## src/rtl/feedback_pkg.sv

```systemverilog
package feedback_pkg;
  // register map, byte addresses on the 32-bit bus
  localparam logic [7:0] OFS_CTRL = 8'h00;
  localparam logic [1:0][7:0] OFS_CFG = {8'h10, 8'h04};
  localparam logic [1:0][7:0] OFS_LOW = {8'h14, 8'h08};
  localparam logic [1:0][7:0] OFS_HIGH = {8'h18, 8'h0c};
  localparam logic [7:0] OFS_FB_VALUE = 8'h1c;
  localparam logic [7:0] OFS_STATUS = 8'h20;
  // control register fields
  localparam int CTRL_FN_LSB = 0;
  localparam int CTRL_ALT_LSB = 3;
  // status register fields
  localparam int STAT_CB1 = 0;
  localparam int STAT_CB2 = 1;
  localparam int STAT_ALT = 2;
  // widths and counts of inputs
  localparam int VAL_W = 16;
  localparam int CFG_W = 14;
  localparam int N_ANA = 4;
  localparam int N_DIG = 4;
  localparam int N_SEN = 2;
  // values are signed fixed point with 8 fraction bits, so 1.0 is 16'h0100
  localparam int FRAC_BITS = 8;
  // reset values
  localparam logic [2:0] FN_RESET = 3'h0;
  localparam logic [2:0] ALT_RESET = 3'h0;
  localparam logic [15:0] LIM_LOW_DEF = 16'h0000;
  localparam logic [15:0] LIM_HIGH_DEF = 16'h7fff;
  // bus answers
  localparam logic [1:0] RESP_OKAY = 2'h0;
  localparam logic [1:0] RESP_SLVERR = 2'h2;

  typedef enum logic [2:0] {
    KIND_VOLT, KIND_CURR, KIND_FREQ, KIND_PW, KIND_SSI_GRAY, KIND_SSI_BIN
  } sig_kind_e;

  typedef enum logic [2:0] {
    MERGE_NONE, MERGE_DIFF, MERGE_ABS_DIFF, MERGE_ADD, MERGE_MULT, MERGE_ALT, MERGE_ALT_DIS
  } merge_fn_e;

  // one channel's settings; src_bus sits in bit 0
  typedef struct packed {
    logic cb_en;
    logic [2:0] sen_sel;
    logic [2:0] dig_sel;
    logic [2:0] ana_sel;
    sig_kind_e kind;
    logic src_bus;
  } ch_cfg_s;

  // clamp a wide signed result into the value range
  function automatic logic signed [15:0] sat16(input logic signed [31:0] x);
    if (x > 32'sd32767) return 16'sh7fff;
    else if (x < -32'sd32768) return -16'sh8000;
    else return x[15:0];
  endfunction
endpackage

```

## src/rtl/fb_merge.sv

```systemverilog
`timescale 1ns/1ps
// combines the two channel values by the selected function
module fb_merge import feedback_pkg::*; (
  input wire merge_fn_e fn,
  input wire logic signed [15:0] v1,
  input wire logic signed [15:0] v2,
  input wire logic alt_sel,
  output logic signed [15:0] result
);
  logic signed [31:0] w1; // widened copies keep sums from wrapping
  logic signed [31:0] w2;
  logic signed [31:0] prod;

  // purely combinational; the top registers the result
  always_comb begin
    w1 = 32'(v1);
    w2 = 32'(v2);
    prod = (w1 * w2) >>> FRAC_BITS;
    unique case (fn)
      MERGE_NONE: result = v1;
      MERGE_DIFF: result = sat16(w1 - w2);
      MERGE_ABS_DIFF: result = sat16(w1 - ((w2 < 0) ? -w2 : w2));
      MERGE_ADD: result = sat16(w1 + w2);
      MERGE_MULT: result = sat16(prod);
      MERGE_ALT, MERGE_ALT_DIS: result = alt_sel ? v2 : v1; // see
      default: result = v1; // unused codes fall back to channel one
    endcase
  end
endmodule

```

## src/rtl/fb_channel.sv

```systemverilog
`timescale 1ns/1ps
// one feedback channel: source pick, sensor decode and cablebreak check
module fb_channel import feedback_pkg::*; (
  input wire logic aclk,
  input wire logic aresetn,
  input wire ch_cfg_s cfg,
  input wire logic signed [15:0] low_lim,
  input wire logic signed [15:0] high_lim,
  input wire logic [N_ANA-1:0][15:0] analog_value,
  input wire logic [N_DIG-1:0][15:0] dig_measure,
  input wire logic [N_SEN-1:0][15:0] sensor_raw,
  input wire logic [15:0] bus_value,
  output logic signed [15:0] value_reg,
  output logic cb_reg
);
  logic signed [15:0] value_next;
  logic cb_next;
  logic cb_kind; // kinds for which the break check exists
  logic [15:0] raw;

  // gray to binary: each bit is the xor of itself and all higher bits
  function automatic logic [15:0] gray_dec(input logic [15:0] g);
    logic [15:0] b;
    b[15] = g[15];
    for (int i = 14; i >= 0; i--) begin
      b[i] = b[i+1] ^ g[i];
    end
    return b;
  endfunction

  // pick the value; a selector of zero means not used and gives zero
  always_comb begin
    raw = 16'h0000;
    cb_kind = 1'b0;
    unique case (cfg.kind)
      KIND_VOLT, KIND_CURR: begin
        cb_kind = 1'b1;
        if (cfg.ana_sel != 3'h0 && cfg.ana_sel <= 3'(N_ANA)) begin
          raw = analog_value[2'(cfg.ana_sel - 3'h1)];
        end
      end
      KIND_FREQ, KIND_PW: begin
        cb_kind = 1'b1;
        if (cfg.dig_sel != 3'h0 && cfg.dig_sel <= 3'(N_DIG)) begin // see
          raw = dig_measure[2'(cfg.dig_sel - 3'h1)];
        end
      end
      KIND_SSI_GRAY: begin
        if (cfg.sen_sel != 3'h0 && cfg.sen_sel <= 3'(N_SEN)) begin
          raw = gray_dec(sensor_raw[1'(cfg.sen_sel - 3'h1)]);
        end
      end
      KIND_SSI_BIN: begin
        if (cfg.sen_sel != 3'h0 && cfg.sen_sel <= 3'(N_SEN)) begin // see
          raw = sensor_raw[1'(cfg.sen_sel - 3'h1)];
        end
      end
      default: raw = 16'h0000; // codes 6 and 7 give no value
    endcase
    value_next = cfg.src_bus ? $signed(bus_value) : $signed(raw);
    // a bus value is not a wire, so it has no break to detect
    cb_next = cfg.cb_en && cb_kind && !cfg.src_bus &&
              (value_next < low_lim || value_next > high_lim); // see see
  end

  // registers only
  always_ff @(posedge aclk) begin
    if (!aresetn) begin
      value_reg <= 16'sh0000;
      cb_reg <= 1'b0;
    end else begin
      value_reg <= value_next;
      cb_reg <= cb_next;
    end
  end

  a_cb_low: assert property (@(posedge aclk) disable iff (!aresetn)
    cfg.cb_en && !cfg.src_bus && cfg.kind == KIND_VOLT && value_next < low_lim |=> cb_reg)
    else $error("low limit break not flagged");
  a_cb_off: assert property (@(posedge aclk) disable iff (!aresetn)
    !cfg.cb_en || cfg.kind == KIND_SSI_BIN |=> !cb_reg)
    else $error("break flag set while detection is off");
  a_unused_zero: assert property (@(posedge aclk) disable iff (!aresetn)
    !cfg.src_bus && (cfg.kind == KIND_VOLT || cfg.kind == KIND_CURR) && cfg.ana_sel == 3'h0
      |=> value_reg == 16'sh0000)
    else $error("unassigned analog input gave a value");
endmodule

```

## src/rtl/feedback_select_combine.sv

```systemverilog
`timescale 1ns/1ps
// Notes on behaviour
// each value from local input or bus
// six signal kinds per channel
// analog choice only for voltage, current
// digital choice only for frequency, pulse width
// sensor choice only for both SSI codings
// channel two settable only under difference
// not used: channel one alone
// differential: one minus signed two
// absolute differential: one minus magnitude two
// add: sum of both channels
// multiply: fixed-point product, signed
// alternatively: input picks channel, switches at once
// only-disabled variant switches while disabled
// cablebreak switchable, analog and digital kinds
// below lower limit means cablebreak
// pulse width limit compared against duty
// software keeps lower below upper limit
// above upper limit breaks; kind change resets
// input low picks one, high two
// per-channel break flag held while breaking
module feedback_select_combine import feedback_pkg::*; (
  input wire logic aclk,
  input wire logic aresetn,
  input wire logic [7:0] awaddr,
  input wire logic awvalid,
  output logic awready,
  input wire logic [31:0] wdata,
  input wire logic [3:0] wstrb,
  input wire logic wvalid,
  output logic wready,
  output logic [1:0] bresp,
  output logic bvalid,
  input wire logic bready,
  input wire logic [7:0] araddr,
  input wire logic arvalid,
  output logic arready,
  output logic [31:0] rdata,
  output logic [1:0] rresp,
  output logic rvalid,
  input wire logic rready,
  input wire logic [N_ANA-1:0][15:0] analog_value,
  input wire logic [N_DIG-1:0][15:0] dig_measure,
  input wire logic [N_DIG-1:0] dig_level,
  input wire logic [N_SEN-1:0][15:0] sensor_raw,
  input wire logic [1:0][15:0] bus_value,
  input wire logic ctrl_disabled,
  output logic signed [15:0] feedback_value,
  output logic [1:0] cablebreak,
  output logic alt_using_ch2
);
  // bus slave state
  logic aw_held_reg, aw_held_next;
  logic w_held_reg, w_held_next;
  logic [7:0] waddr_reg, waddr_next;
  logic [31:0] wdata_reg, wdata_next;
  logic [3:0] wstrb_reg, wstrb_next;
  logic awready_reg, awready_next;
  logic wready_reg, wready_next;
  logic bvalid_reg, bvalid_next;
  logic [1:0] bresp_reg, bresp_next;
  logic arready_reg, arready_next;
  logic rvalid_reg, rvalid_next;
  logic [31:0] rdata_reg, rdata_next;
  logic [1:0] rresp_reg, rresp_next;
  logic wr_go; // both halves of a write are held and no answer is pending

  // settings
  merge_fn_e fn_reg, fn_next;
  logic [2:0] alt_in_reg, alt_in_next; // digital input for alternation, zero is not used
  ch_cfg_s [1:0] cfg_reg, cfg_next;
  logic [1:0][15:0] low_reg, low_next;
  logic [1:0][15:0] high_reg, high_next;

  // pin synchroniser and combination state
  logic [N_DIG-1:0] lvl_s1_reg, lvl_s2_reg;
  logic alt_sel_reg, alt_sel_next;
  logic signed [15:0] fb_reg;
  logic signed [15:0] merged;
  logic signed [15:0] ch_val [2];
  logic ch_cb [2];
  logic alt_pin;

  // a register offset answers OKAY only if it is in the map, SLVERR otherwise
  function automatic logic is_mapped(input logic [7:0] a);
    return a == OFS_CTRL || a == OFS_CFG[0] || a == OFS_CFG[1] || a == OFS_LOW[0] ||
           a == OFS_LOW[1] || a == OFS_HIGH[0] || a == OFS_HIGH[1] ||
           a == OFS_FB_VALUE || a == OFS_STATUS;
  endfunction

  // byte enables merge the new word into the old one
  function automatic logic [31:0] wmerge(input logic [31:0] old, input logic [31:0] d,
                                         input logic [3:0] s);
    logic [31:0] r;
    for (int b = 0; b < 4; b++) begin
      r[b*8 +: 8] = s[b] ? d[b*8 +: 8] : old[b*8 +: 8];
    end
    return r;
  endfunction

  assign wr_go = aw_held_reg && w_held_reg && !bvalid_reg;

  // write channels: address and data are taken in either order
  always_comb begin
    aw_held_next = aw_held_reg;
    w_held_next = w_held_reg;
    waddr_next = waddr_reg;
    wdata_next = wdata_reg;
    wstrb_next = wstrb_reg;
    bvalid_next = bvalid_reg;
    bresp_next = bresp_reg;
    if (awvalid && awready_reg) begin
      aw_held_next = 1'b1;
      waddr_next = awaddr;
    end
    if (wvalid && wready_reg) begin
      w_held_next = 1'b1;
      wdata_next = wdata;
      wstrb_next = wstrb;
    end
    if (bvalid_reg && bready) begin
      bvalid_next = 1'b0;
    end
    if (wr_go) begin
      aw_held_next = 1'b0;
      w_held_next = 1'b0;
      bvalid_next = 1'b1;
      bresp_next = is_mapped(waddr_reg) ? RESP_OKAY : RESP_SLVERR;
    end
    // one write at a time: no new halves until the answer is taken
    awready_next = !aw_held_next && !bvalid_next;
    wready_next = !w_held_next && !bvalid_next;
  end

  always_ff @(posedge aclk) begin
    if (!aresetn) begin
      aw_held_reg <= 1'b0;
      w_held_reg <= 1'b0;
      waddr_reg <= 8'h00;
      wdata_reg <= 32'h0000_0000;
      wstrb_reg <= 4'h0;
      awready_reg <= 1'b0;
      wready_reg <= 1'b0;
      bvalid_reg <= 1'b0;
      bresp_reg <= RESP_OKAY;
    end else begin
      aw_held_reg <= aw_held_next;
      w_held_reg <= w_held_next;
      waddr_reg <= waddr_next;
      wdata_reg <= wdata_next;
      wstrb_reg <= wstrb_next;
      awready_reg <= awready_next;
      wready_reg <= wready_next;
      bvalid_reg <= bvalid_next;
      bresp_reg <= bresp_next;
    end
  end

  // settings written by software; read-only words ignore writes
  always_comb begin
    ch_cfg_s nc;
    logic wr_ok;
    fn_next = fn_reg;
    alt_in_next = alt_in_reg;
    cfg_next = cfg_reg;
    low_next = low_reg;
    high_next = high_reg;
    nc = cfg_reg[0];
    wr_ok = 1'b0;
    if (wr_go && waddr_reg == OFS_CTRL) begin
      // merge function is held only here, in the control word that serves both channels
      fn_next = merge_fn_e'(3'(wmerge({26'h0, alt_in_reg, fn_reg}, wdata_reg,
                                      wstrb_reg) >> CTRL_FN_LSB));
      alt_in_next = 3'(wmerge({26'h0, alt_in_reg, fn_reg}, wdata_reg, wstrb_reg) >> CTRL_ALT_LSB);
    end
    for (int i = 0; i < 2; i++) begin
      wr_ok = wr_go && (i == 0 || fn_reg == MERGE_DIFF);
      if (wr_ok && waddr_reg == OFS_CFG[i]) begin
        nc = ch_cfg_s'(CFG_W'(wmerge({18'h0, cfg_reg[i]}, wdata_reg, wstrb_reg)));
        cfg_next[i] = nc;
        if (nc.kind != cfg_reg[i].kind) begin
          low_next[i] = LIM_LOW_DEF;
          high_next[i] = LIM_HIGH_DEF;
        end
      end
      if (wr_ok && waddr_reg == OFS_LOW[i]) begin
        low_next[i] = 16'(wmerge({16'h0, low_reg[i]}, wdata_reg, wstrb_reg));
      end
      if (wr_ok && waddr_reg == OFS_HIGH[i]) begin
        high_next[i] = 16'(wmerge({16'h0, high_reg[i]}, wdata_reg, wstrb_reg));
      end
    end
  end

  always_ff @(posedge aclk) begin
    if (!aresetn) begin
      fn_reg <= MERGE_NONE;
      alt_in_reg <= ALT_RESET;
      cfg_reg <= '0;
      low_reg <= {LIM_LOW_DEF, LIM_LOW_DEF};
      high_reg <= {LIM_HIGH_DEF, LIM_HIGH_DEF};
    end else begin
      fn_reg <= fn_next;
      alt_in_reg <= alt_in_next;
      cfg_reg <= cfg_next;
      low_reg <= low_next;
      high_reg <= high_next;
    end
  end

  // read channel: one answer per address, bits above a field read zero
  always_comb begin
    rvalid_next = rvalid_reg;
    rdata_next = rdata_reg;
    rresp_next = rresp_reg;
    if (rvalid_reg && rready) begin
      rvalid_next = 1'b0;
    end
    if (arvalid && arready_reg) begin
      rvalid_next = 1'b1;
      rresp_next = is_mapped(araddr) ? RESP_OKAY : RESP_SLVERR;
      rdata_next = 32'h0000_0000;
      if (araddr == OFS_CTRL) rdata_next = {26'h0, alt_in_reg, fn_reg};
      if (araddr == OFS_FB_VALUE) rdata_next = {16'h0, fb_reg};
      if (araddr == OFS_STATUS) rdata_next = {29'h0, alt_sel_reg, ch_cb[1], ch_cb[0]};
      for (int i = 0; i < 2; i++) begin
        if (araddr == OFS_CFG[i]) rdata_next = {18'h0, cfg_reg[i]};
        if (araddr == OFS_LOW[i]) rdata_next = {16'h0, low_reg[i]};
        if (araddr == OFS_HIGH[i]) rdata_next = {16'h0, high_reg[i]};
      end
    end
    arready_next = !rvalid_next;
  end

  always_ff @(posedge aclk) begin
    if (!aresetn) begin
      arready_reg <= 1'b0;
      rvalid_reg <= 1'b0;
      rdata_reg <= 32'h0000_0000;
      rresp_reg <= RESP_OKAY;
    end else begin
      arready_reg <= arready_next;
      rvalid_reg <= rvalid_next;
      rdata_reg <= rdata_next;
      rresp_reg <= rresp_next;
    end
  end

  // the two channels share one module; settings pick each one's source
  for (genvar c = 0; c < 2; c++) begin : g_ch
    fb_channel u_ch (
      .aclk(aclk),
      .aresetn(aresetn),
      .cfg(cfg_reg[c]),
      .low_lim(low_reg[c]),
      .high_lim(high_reg[c]),
      .analog_value(analog_value),
      .dig_measure(dig_measure),
      .sensor_raw(sensor_raw),
      .bus_value(bus_value[c]),
      .value_reg(ch_val[c]),
      .cb_reg(ch_cb[c])
    );
  end

  fb_merge u_merge (
    .fn(fn_reg),
    .v1(ch_val[0]),
    .v2(ch_val[1]),
    .alt_sel(alt_sel_reg),
    .result(merged)
  );

  // selecting pin after two flops; an unassigned input keeps channel one
  always_comb begin
    alt_pin = 1'b0;
    if (alt_in_reg != 3'h0 && alt_in_reg <= 3'(N_DIG)) begin
      alt_pin = lvl_s2_reg[2'(alt_in_reg - 3'h1)];
    end
    alt_sel_next = 1'b0;
    if (fn_reg == MERGE_ALT) begin
      alt_sel_next = alt_pin;
    end else if (fn_reg == MERGE_ALT_DIS) begin
      // a switch while running would jolt the actuator, so wait for disabled
      alt_sel_next = ctrl_disabled ? alt_pin : alt_sel_reg;
    end
  end

  always_ff @(posedge aclk) begin
    if (!aresetn) begin
      lvl_s1_reg <= '0;
      lvl_s2_reg <= '0;
      alt_sel_reg <= 1'b0;
      fb_reg <= 16'sh0000;
    end else begin
      lvl_s1_reg <= dig_level;
      lvl_s2_reg <= lvl_s1_reg;
      alt_sel_reg <= alt_sel_next;
      fb_reg <= merged;
    end
  end

  assign awready = awready_reg;
  assign wready = wready_reg;
  assign bvalid = bvalid_reg;
  assign bresp = bresp_reg;
  assign arready = arready_reg;
  assign rvalid = rvalid_reg;
  assign rdata = rdata_reg;
  assign rresp = rresp_reg;
  assign feedback_value = fb_reg;
  assign cablebreak = {ch_cb[1], ch_cb[0]};
  assign alt_using_ch2 = alt_sel_reg;

  a_none_passes: assert property (@(posedge aclk) disable iff (!aresetn)
    fn_reg == MERGE_NONE |=> fb_reg == $past(ch_val[0]))
    else $error("not used did not pass channel one");
  a_diff_value: assert property (@(posedge aclk) disable iff (!aresetn)
    fn_reg == MERGE_DIFF |=> fb_reg == sat16(32'($past(ch_val[0])) - 32'($past(ch_val[1]))))
    else $error("difference wrong");
  a_add_value: assert property (@(posedge aclk) disable iff (!aresetn)
    fn_reg == MERGE_ADD |=> fb_reg == sat16(32'($past(ch_val[0])) + 32'($past(ch_val[1]))))
    else $error("sum wrong");
  a_abs_diff: assert property (@(posedge aclk) disable iff (!aresetn)
    fn_reg == MERGE_ABS_DIFF && ch_val[1] < 0 |=>
      fb_reg == sat16(32'($past(ch_val[0])) + 32'($past(ch_val[1]))))
    else $error("absolute difference kept the sign");
  a_alt_pick: assert property (@(posedge aclk) disable iff (!aresetn)
    fn_reg == MERGE_ALT && alt_sel_reg |=> fb_reg == $past(ch_val[1]))
    else $error("alternation did not pick channel two");
  a_alt_hold: assert property (@(posedge aclk) disable iff (!aresetn)
    fn_reg == MERGE_ALT_DIS && !ctrl_disabled |=> $stable(alt_sel_reg))
    else $error("selection changed while not disabled");
  a_ch2_locked: assert property (@(posedge aclk) disable iff (!aresetn)
    wr_go && waddr_reg == OFS_CFG[1] && fn_reg != MERGE_DIFF |=> $stable(cfg_reg[1]))
    else $error("channel two changed outside difference");
  a_kind_default: assert property (@(posedge aclk) disable iff (!aresetn)
    wr_go && waddr_reg == OFS_CFG[0] && wstrb_reg[0] &&
      wdata_reg[3:1] != cfg_reg[0].kind |=> high_reg[0] == LIM_HIGH_DEF)
    else $error("upper limit not reset on kind change");
endmodule

```

## config.mk

```make
export PLATFORM = sky130hd
export DESIGN_NAME = feedback_select_combine
export DESIGN_NICKNAME = d
export VERILOG_FILES = /design/src/rtl/feedback_pkg.sv /design/src/rtl/fb_merge.sv /design/src/rtl/fb_channel.sv /design/src/rtl/feedback_select_combine.sv
export SDC_FILE = /design/constraint.sdc
export NUM_CORES = 2
export LEC_CHECK = 0
export BUFFER_PORTS_ARGS = -buffer_cell sky130_fd_sc_hd__buf_2
export CAP_MARGIN = 20
export CORE_MARGIN = 2
export CORE_UTILIZATION = 50
export DETAILED_ROUTE_END_ITERATION = 8
export PLACE_DENSITY = 0.76
export SYNTH_ARGS = -nofsm -noshare
export SYNTH_HDL_FRONTEND = slang
export SYNTH_HIERARCHICAL = 1
export SYNTH_SLANG_ARGS = --single-unit
```

## constraint.sdc

```tcl
create_clock -name aclk -period 7.9 [get_ports aclk]
set_input_delay 0.79 -clock aclk [delete_from_list [all_inputs] [get_ports aclk]]
set_output_delay 0.79 -clock aclk [all_outputs]
set_load 0.03 [all_outputs]
```

==> Word level (Yosys, flattened, before mapping) <==
Cells that the tools add are included.
{ "classes": {"order_cmp": 27, "n_addsub": 11, "multipliers": 1, "bitwise": 30, "mux": 78, "n_eq_ne": 43, "reduce_logical": 94} }
{ "op_table": {"columns": ["cell", "count"], "rows": [
  ["2-to-1 mux 16 bit", 39],
  ["2-to-1 mux 32 bit", 9],
  ["binary-select mux 16 bit (select 2 bit)", 4],
  ["one-hot mux 16 bit (4 select lines)", 2],
  ["greater-than comparator 32 x 16 -> 1 bit (second input constant)", 3],
  ["< comparator 32 x 16 -> 1 bit (second input constant)", 3],
  ["one-hot mux 16 bit (5 select lines)", 1],
  ["== test 8 x 5 -> 1 bit (second input constant)", 8],
  ["== test 8 x 4 -> 1 bit (second input constant)", 4],
  ["greater-than comparator 16 bit", 2],
  ["< comparator 16 bit", 2],
  ["multiplier 16 x 16 -> 32 bit", 1],
  ["negation 16 -> 32 bit", 1],
  ["subtractor 16 x 32 -> 32 bit", 1],
  ["logical AND 1 bit", 30],
  ["XOR 1 bit", 30],
  ["greater-than comparator 24 x 16 -> 1 bit (second input constant)", 1],
  ["< comparator 24 x 16 -> 1 bit (second input constant)", 1],
  ["AND reduction 3 bit", 8],
  ["== test 3 bit (second input constant)", 7],
  ["nonzero test 3 bit", 7],
  ["== test 3 x 2 -> 1 bit (second input constant)", 6],
  ["logical OR 1 bit", 18],
  ["adder 16 x 16 -> 17 bit", 1],
  ["27 further kinds", 95]
]} }
{ "totals": {"output_inout_bits": 60, "regBits": 226, "input_bits": 256, "word_cells": 329} }

==> Logic depth before layout (Yosys ltp) <==
{ "logic_depth": {"word_depth": 24, "ltp_mapped": 28, "ltp_nobuf": 26} }

==> Cells and area by module <==
Netlist, hierarchy kept.
{ "by_module_without_submodules": {"columns": ["mod", "instances", "area_each_um2", "seq_area_each_um2", "cells_per_inst"], "rows": [
  ["fb_merge", 1, 14828.0, 0.0, 1878],
  ["feedback_select_combine", 1, 7741.2, 3483.3, 878],
  ["fb_channel", 2, 3225.6, 340.3, 349]
]} }

==> Worst setup path before layout <==
Ideal clock, no wire load.
{ "synth_path": {"path_type": "flip-flop to flip-flop", "from": "register g_ch[0].u_ch.value_reg[15]", "to": "register fb_reg[0] (netlist: feedback_value[0])", "path_buffers": 1, "setup_slack_ns": 0.485, "period_less_slack_ns": 7.415, "t_required_ns": 7.841, "arrival_ns": 7.356, "path_stages_with_launch": 26, "setup_time_ns": 0.059, "cell_sequence": "dfxtp_1 -> clkinv_1 -> nor2_1 -> inv_1 -> fa_1 -> inv_1 -> fa_1 -> inv_1 -> fa_1 -> fa_1 -> fa_1 -> fa_1 -> inv_1 -> ha_1 -> a21oi_1 -> o21ai_0 -> nand2b_1 -> a31o_2 -> a221oi_2 -> nand2_1 -> or4_4 -> o22ai_4 -> buf_6 -> a21oi_1 -> a41oi_2 -> and2_1"} }
{ "synth_via": {"elab_chain_cells": 5, "elab_cells_between_ends": 21, "cone_classes": "add/sub (3); mul (1); order compare (8); mux (9)"} }
{ "synth_rtl": {"columns": ["element", "line", "rtl"], "rows": [
  ["start, declared", "fb_channel.sv:13", "output logic signed [15:0] value_reg,"],
  ["start signal, assigned", "fb_channel.sv:72", "value_reg <= value_next;"],
  ["multiplier 16 x 16 -> 32 bit (tied with other cells)", "fb_merge.sv:18", "prod = (w1 * w2) >>> FRAC_BITS;"],
  ["< comparator 24 x 16 -> 1 bit or < comparator 32 x 16 -> 1 bit (tied branches)", "feedback_pkg.sv:54", "else if (x < -32'sd32768) return -16'sh8000;"],
  ["2-to-1 mux 16 bit", "feedback_pkg.sv:54", null],
  ["2-to-1 mux 16 bit", "feedback_pkg.sv:53", "if (x > 32'sd32767) return 16'sh7fff;"],
  ["one-hot mux 16 bit (5 select lines) *", "fb_merge.sv:19", "unique case (fn)"],
  ["net merged[0]", "feedback_select_combine.sv:80", "logic signed [15:0] merged;"],
  ["end signal, assigned", "feedback_select_combine.sv:300", "fb_reg <= merged;"],
  ["end, declared", "feedback_select_combine.sv:79", "logic signed [15:0] fb_reg;"]
]} }
Mark *: on every way through the listed nets, which the timed path passes. The rest lies on a longest branch.
A chain may end at the register's enable or synchronous reset.

==> Worst setup path after layout <==
{ "layout_path": {"from": "register g_ch[0].u_ch.value_reg[8]", "to": "register fb_reg[4] (netlist: feedback_value[4])"} }
The elaborated chain is that of the path after synthesis.

==> impl_metrics.py <==
metrics = {
    "synth": {
        "syn_avg_cell_area_um2": 8.40,
        "synth_top_area_share_pct": 18.2,
        "synth_top_family_by_area": "adder cells",
        "yosys.area_share.simple_pct": 18.4,
        "ys.warnings.count": 6,
        "syn_inst": 3454,
        "synth_xor_area_share_pct": 5.32,
        "synth_compound_area_share_pct": 17.9,
        "muxShareOfSynthArea_pct": 7.69,
        "synth_top_cell_by_area": "fa_1",
        "synth-main-ff-cell": "dfxtp_1",
        "ys_seq_area_share_pct": 14.3,
        "yosys-top-cells-area": "fa_1 (18%), dfxtp_1 (14%), ha_1 (9.1%)",
        "synthArstFlopShare_pct": 0,
        "yosys_register_bits": 208,
        "ys_types": 115,
        "synth-edff-count": 0,
        "synth_area_um2": 29000,
        "synth_fa_ha_area_share_pct": 27.3,
    },
    "detailed_routing": {
        "via_count": 27000,
        "routed.top_layer": "met4",
        "drtIter0Drc": 2450,
        "dr.pass1.iters": 6,
        "wl_per_cell_um": 21.8,
        "wl_met3_mm": 8.49,
        "wl_mm": 97.6,
        "ant_nets": 0,
        "viasPerCell": 6.03,
        "drc": 0,
        "met1_length_mm": 36.6,
        "met2RoutedLength_mm": 45.1,
    },
    "final_layout": {
        "fin_util_pct": 56.0,
        "drive_above_1_share_pct": 15.3,
        "final_common_cell": "inv_1",
        "finalNetCount": 4420,
        "register_area_um2": 4180,
        "multi_input_area_um2": 22400,
        "fillers": 5369,
        "instances_no_fill": 4475,
        "syn2layout_area_growth_pct": 11.1,
        "final_cell_mix": "inv_1 (447), nand2_1 (358), buf_2 (279), fa_1 (263), nor2_1 (219)",
    },
    "power": {
        "power.leakage_uw": 0.0145,
        "p_total_uw": 2760,
        "peakVddDrop_v": 0.000128,
        "power_density_nw_per_um2": 85.6,
    },
    "floorplanning": {
        "die_h_um": 245,
        "initial_core_util_pct": 50.4,
        "fp-row-count": 88,
        "core_area_um2": 57600,
        "io_pins": 316,
        "dieArea_um2": 60000,
        "die_w_um": 245,
    },
    "timing": {
        "period_minus_slack_ns": 7.62,
        "slew_headroom_pct": 14.6,
        "worstMarginPinSlew_ns": 1.27,
        "finClkSkew_ns": 0.0209,
        "clock.fmax_ghz": 0.131,
        "hold_viol": 0,
        "finalSetupTns_ns": 0,
        "period_share_pct": 96.4,
        "finalSetupViolations": 0,
        "rsz0062_at_grt": "no",
        "fin_ws_ns": 0.281,
        "maxSlewViolCount": 0,
    },
    "global_route": {
        "antenna_found_initial": 4,
        "grt_pass1_vias": 27100,
        "grt_max_degree": 59,
        "grt_pass1_wl_mm": 151,
        "grt_overflow": 0,
        "grt_use_total_pct": 32.3,
    },
    "placed_design": {
        "numPlacedInstances": 4428,
        "dp_worst_setup_slack_ns": 0.232,
        "gp_congestion": 0.998,
        "port_buffers": 279,
        "dp_hpwl_mm": 79.1,
    },
    "run": {
        "cap_viol_max_count": 0,
    },
    "cts": {
        "cts_sinks": 208,
        "htreeDepth": 1,
        "root_buffer": "clkbuf_16",
        "cts_tree": "yes",
        "clock_path_buffers": 3,
        "clkLatencyLatePin_ns": 0.53,
        "clkSlewWorstSetupHoldPaths_ns": 0.06,
        "cts_buffers": 23,
    },
    "critical_path": {
        "path_max_fanout": 8,
        "arrival_ns": 8.07,
        "criticalPathCategory": "flop to flop",
        "cp-start-kind": "flop",
        "cp-end-kind": "flop",
        "worstPathRequired_ns": 8.36,
    },
    "min_path": {
        "hold_class": "flop to flop",
    },
    "status": {
        "outcome": "finished, final reports clean",
    },
}
[path summary, 6_finish.rpt]
| path | to | startpoint | slack [ns] | cells past startpoint |
|---|---|---|---|---|
| hold / removal | lvl_s2_reg[2]$_SDFF_PN0_ | lvl_s1_reg[2]$_SDFF_PN0_ | 0.43 | 1 |
| setup reg to reg | feedback_value[4]$_SDFF_PN0_ | g_ch[0].u_ch/value_reg[8]$_SDFF_PN0_ | 0.28 | 25 |
| setup / recovery | feedback_value[4]$_SDFF_PN0_ | g_ch[0].u_ch/value_reg[8]$_SDFF_PN0_ | 0.28 | 25 |
| hold reg to reg | lvl_s2_reg[2]$_SDFF_PN0_ | lvl_s1_reg[2]$_SDFF_PN0_ | 0.43 | 1 |
[critical path, stage by stage (launching register included)]
cell      delay (ns)
dfxtp_1         0.62
buf_4           0.24
and2_1          0.14
fa_1            0.41
inv_1           0.09
fa_1            0.41
fa_1            0.45
fa_1            0.55
inv_1           0.05
fa_1            0.47
inv_1           0.05
fa_1            0.53
inv_1           0.04
ha_1            0.37
a21oi_1         0.29
o21ai_1         0.14
a311o_1         0.41
a31o_1          0.22
a31oi_1         0.14
buf_4           0.17
nand3_1         0.07
or4_4           0.50
o22ai_4         0.42
a211oi_1        0.21
a31oi_1         0.39
and2_1          0.18
[cell usage after synthesis (10+ instances only)]
library cell and n:
a32o_1 10, mux4_2 65, nand3_1 64, and3_1 20, mux2i_1 70, or3_1 17
xnor3_1 16, o22ai_1 20, dfxtp_1 208, nor2_1 219, a21oi_1 202, buf_2 32
buf_4 25, o211ai_1 43, o31ai_1 15, a22oi_1 26, xor2_1 53, fa_1 264
o21a_1 36, a211oi_1 20, nor3_1 59, buf_1 13, a22o_1 29, ha_1 210
nand2b_1 33, clkbuf_1 125, nand2_1 358, xnor2_1 82, o22a_1 16, inv_1 448
a31oi_1 47, a21o_1 21, and2_1 159, o21ai_0 133, nor2b_1 27, nand4_1 26
nor4_1 10, o221ai_1 14
[power breakdown]
part / switching, µW / internal, µW
clock network: 471 / 729
registers: 20.9 / 1060
logic: 270 / 207
[cells by family (layout without fill, tap and decap cells)]
kind of cell | after synthesis | in the layout
simple gates | 1071 | 1071
xor+xnor | 151 | 151
flops | 208 | 208
buf+inv | 651 | 872
compound gates | 757 | 757
other cells | 2 | 37
mux | 139 | 139
fa+ha+maj | 475 | 475
[per-stage QoR]
step | hold slack (ns) | area (µm²)
final | 0.431 | 32200
after global routing | 0.452 | 32200
after CTS | 0.434 | 32200
after detailed placement | 0.420 | 31300
after global placement | 0.418 | 31300
after floorplan | 0.412 | 29100
[metal layers]
layer | GRT usage, % | up-vias
met2 | 54.2 | 1345
li1 | - | 12300
met4 | 20.4 | 0
met3 | 5.14 | 334
met1 | 38.6 | 13000
met5 | 0 | -
[repair_timing]
action | 4_1_cts | 5_1_grt
setup buffers | 0 | 1
hold endpoints to repair | 0 | 0
gates resized for setup | 0 | 15
hold buffers | 0 | 0
setup endpoints to repair | 0 | 15
[layout make-up]
cell class,instances,area share (%)
well taps,765,2.97
clock inverters,13,0.644
diodes,4,0.0311
multi-input cells,2626,69.5
flip-flops and latches,208,13.0
inverters,450,5.24
repair buffers,381,6.74
clock buffers,28,1.94
(Power assumes the default switching activity.)
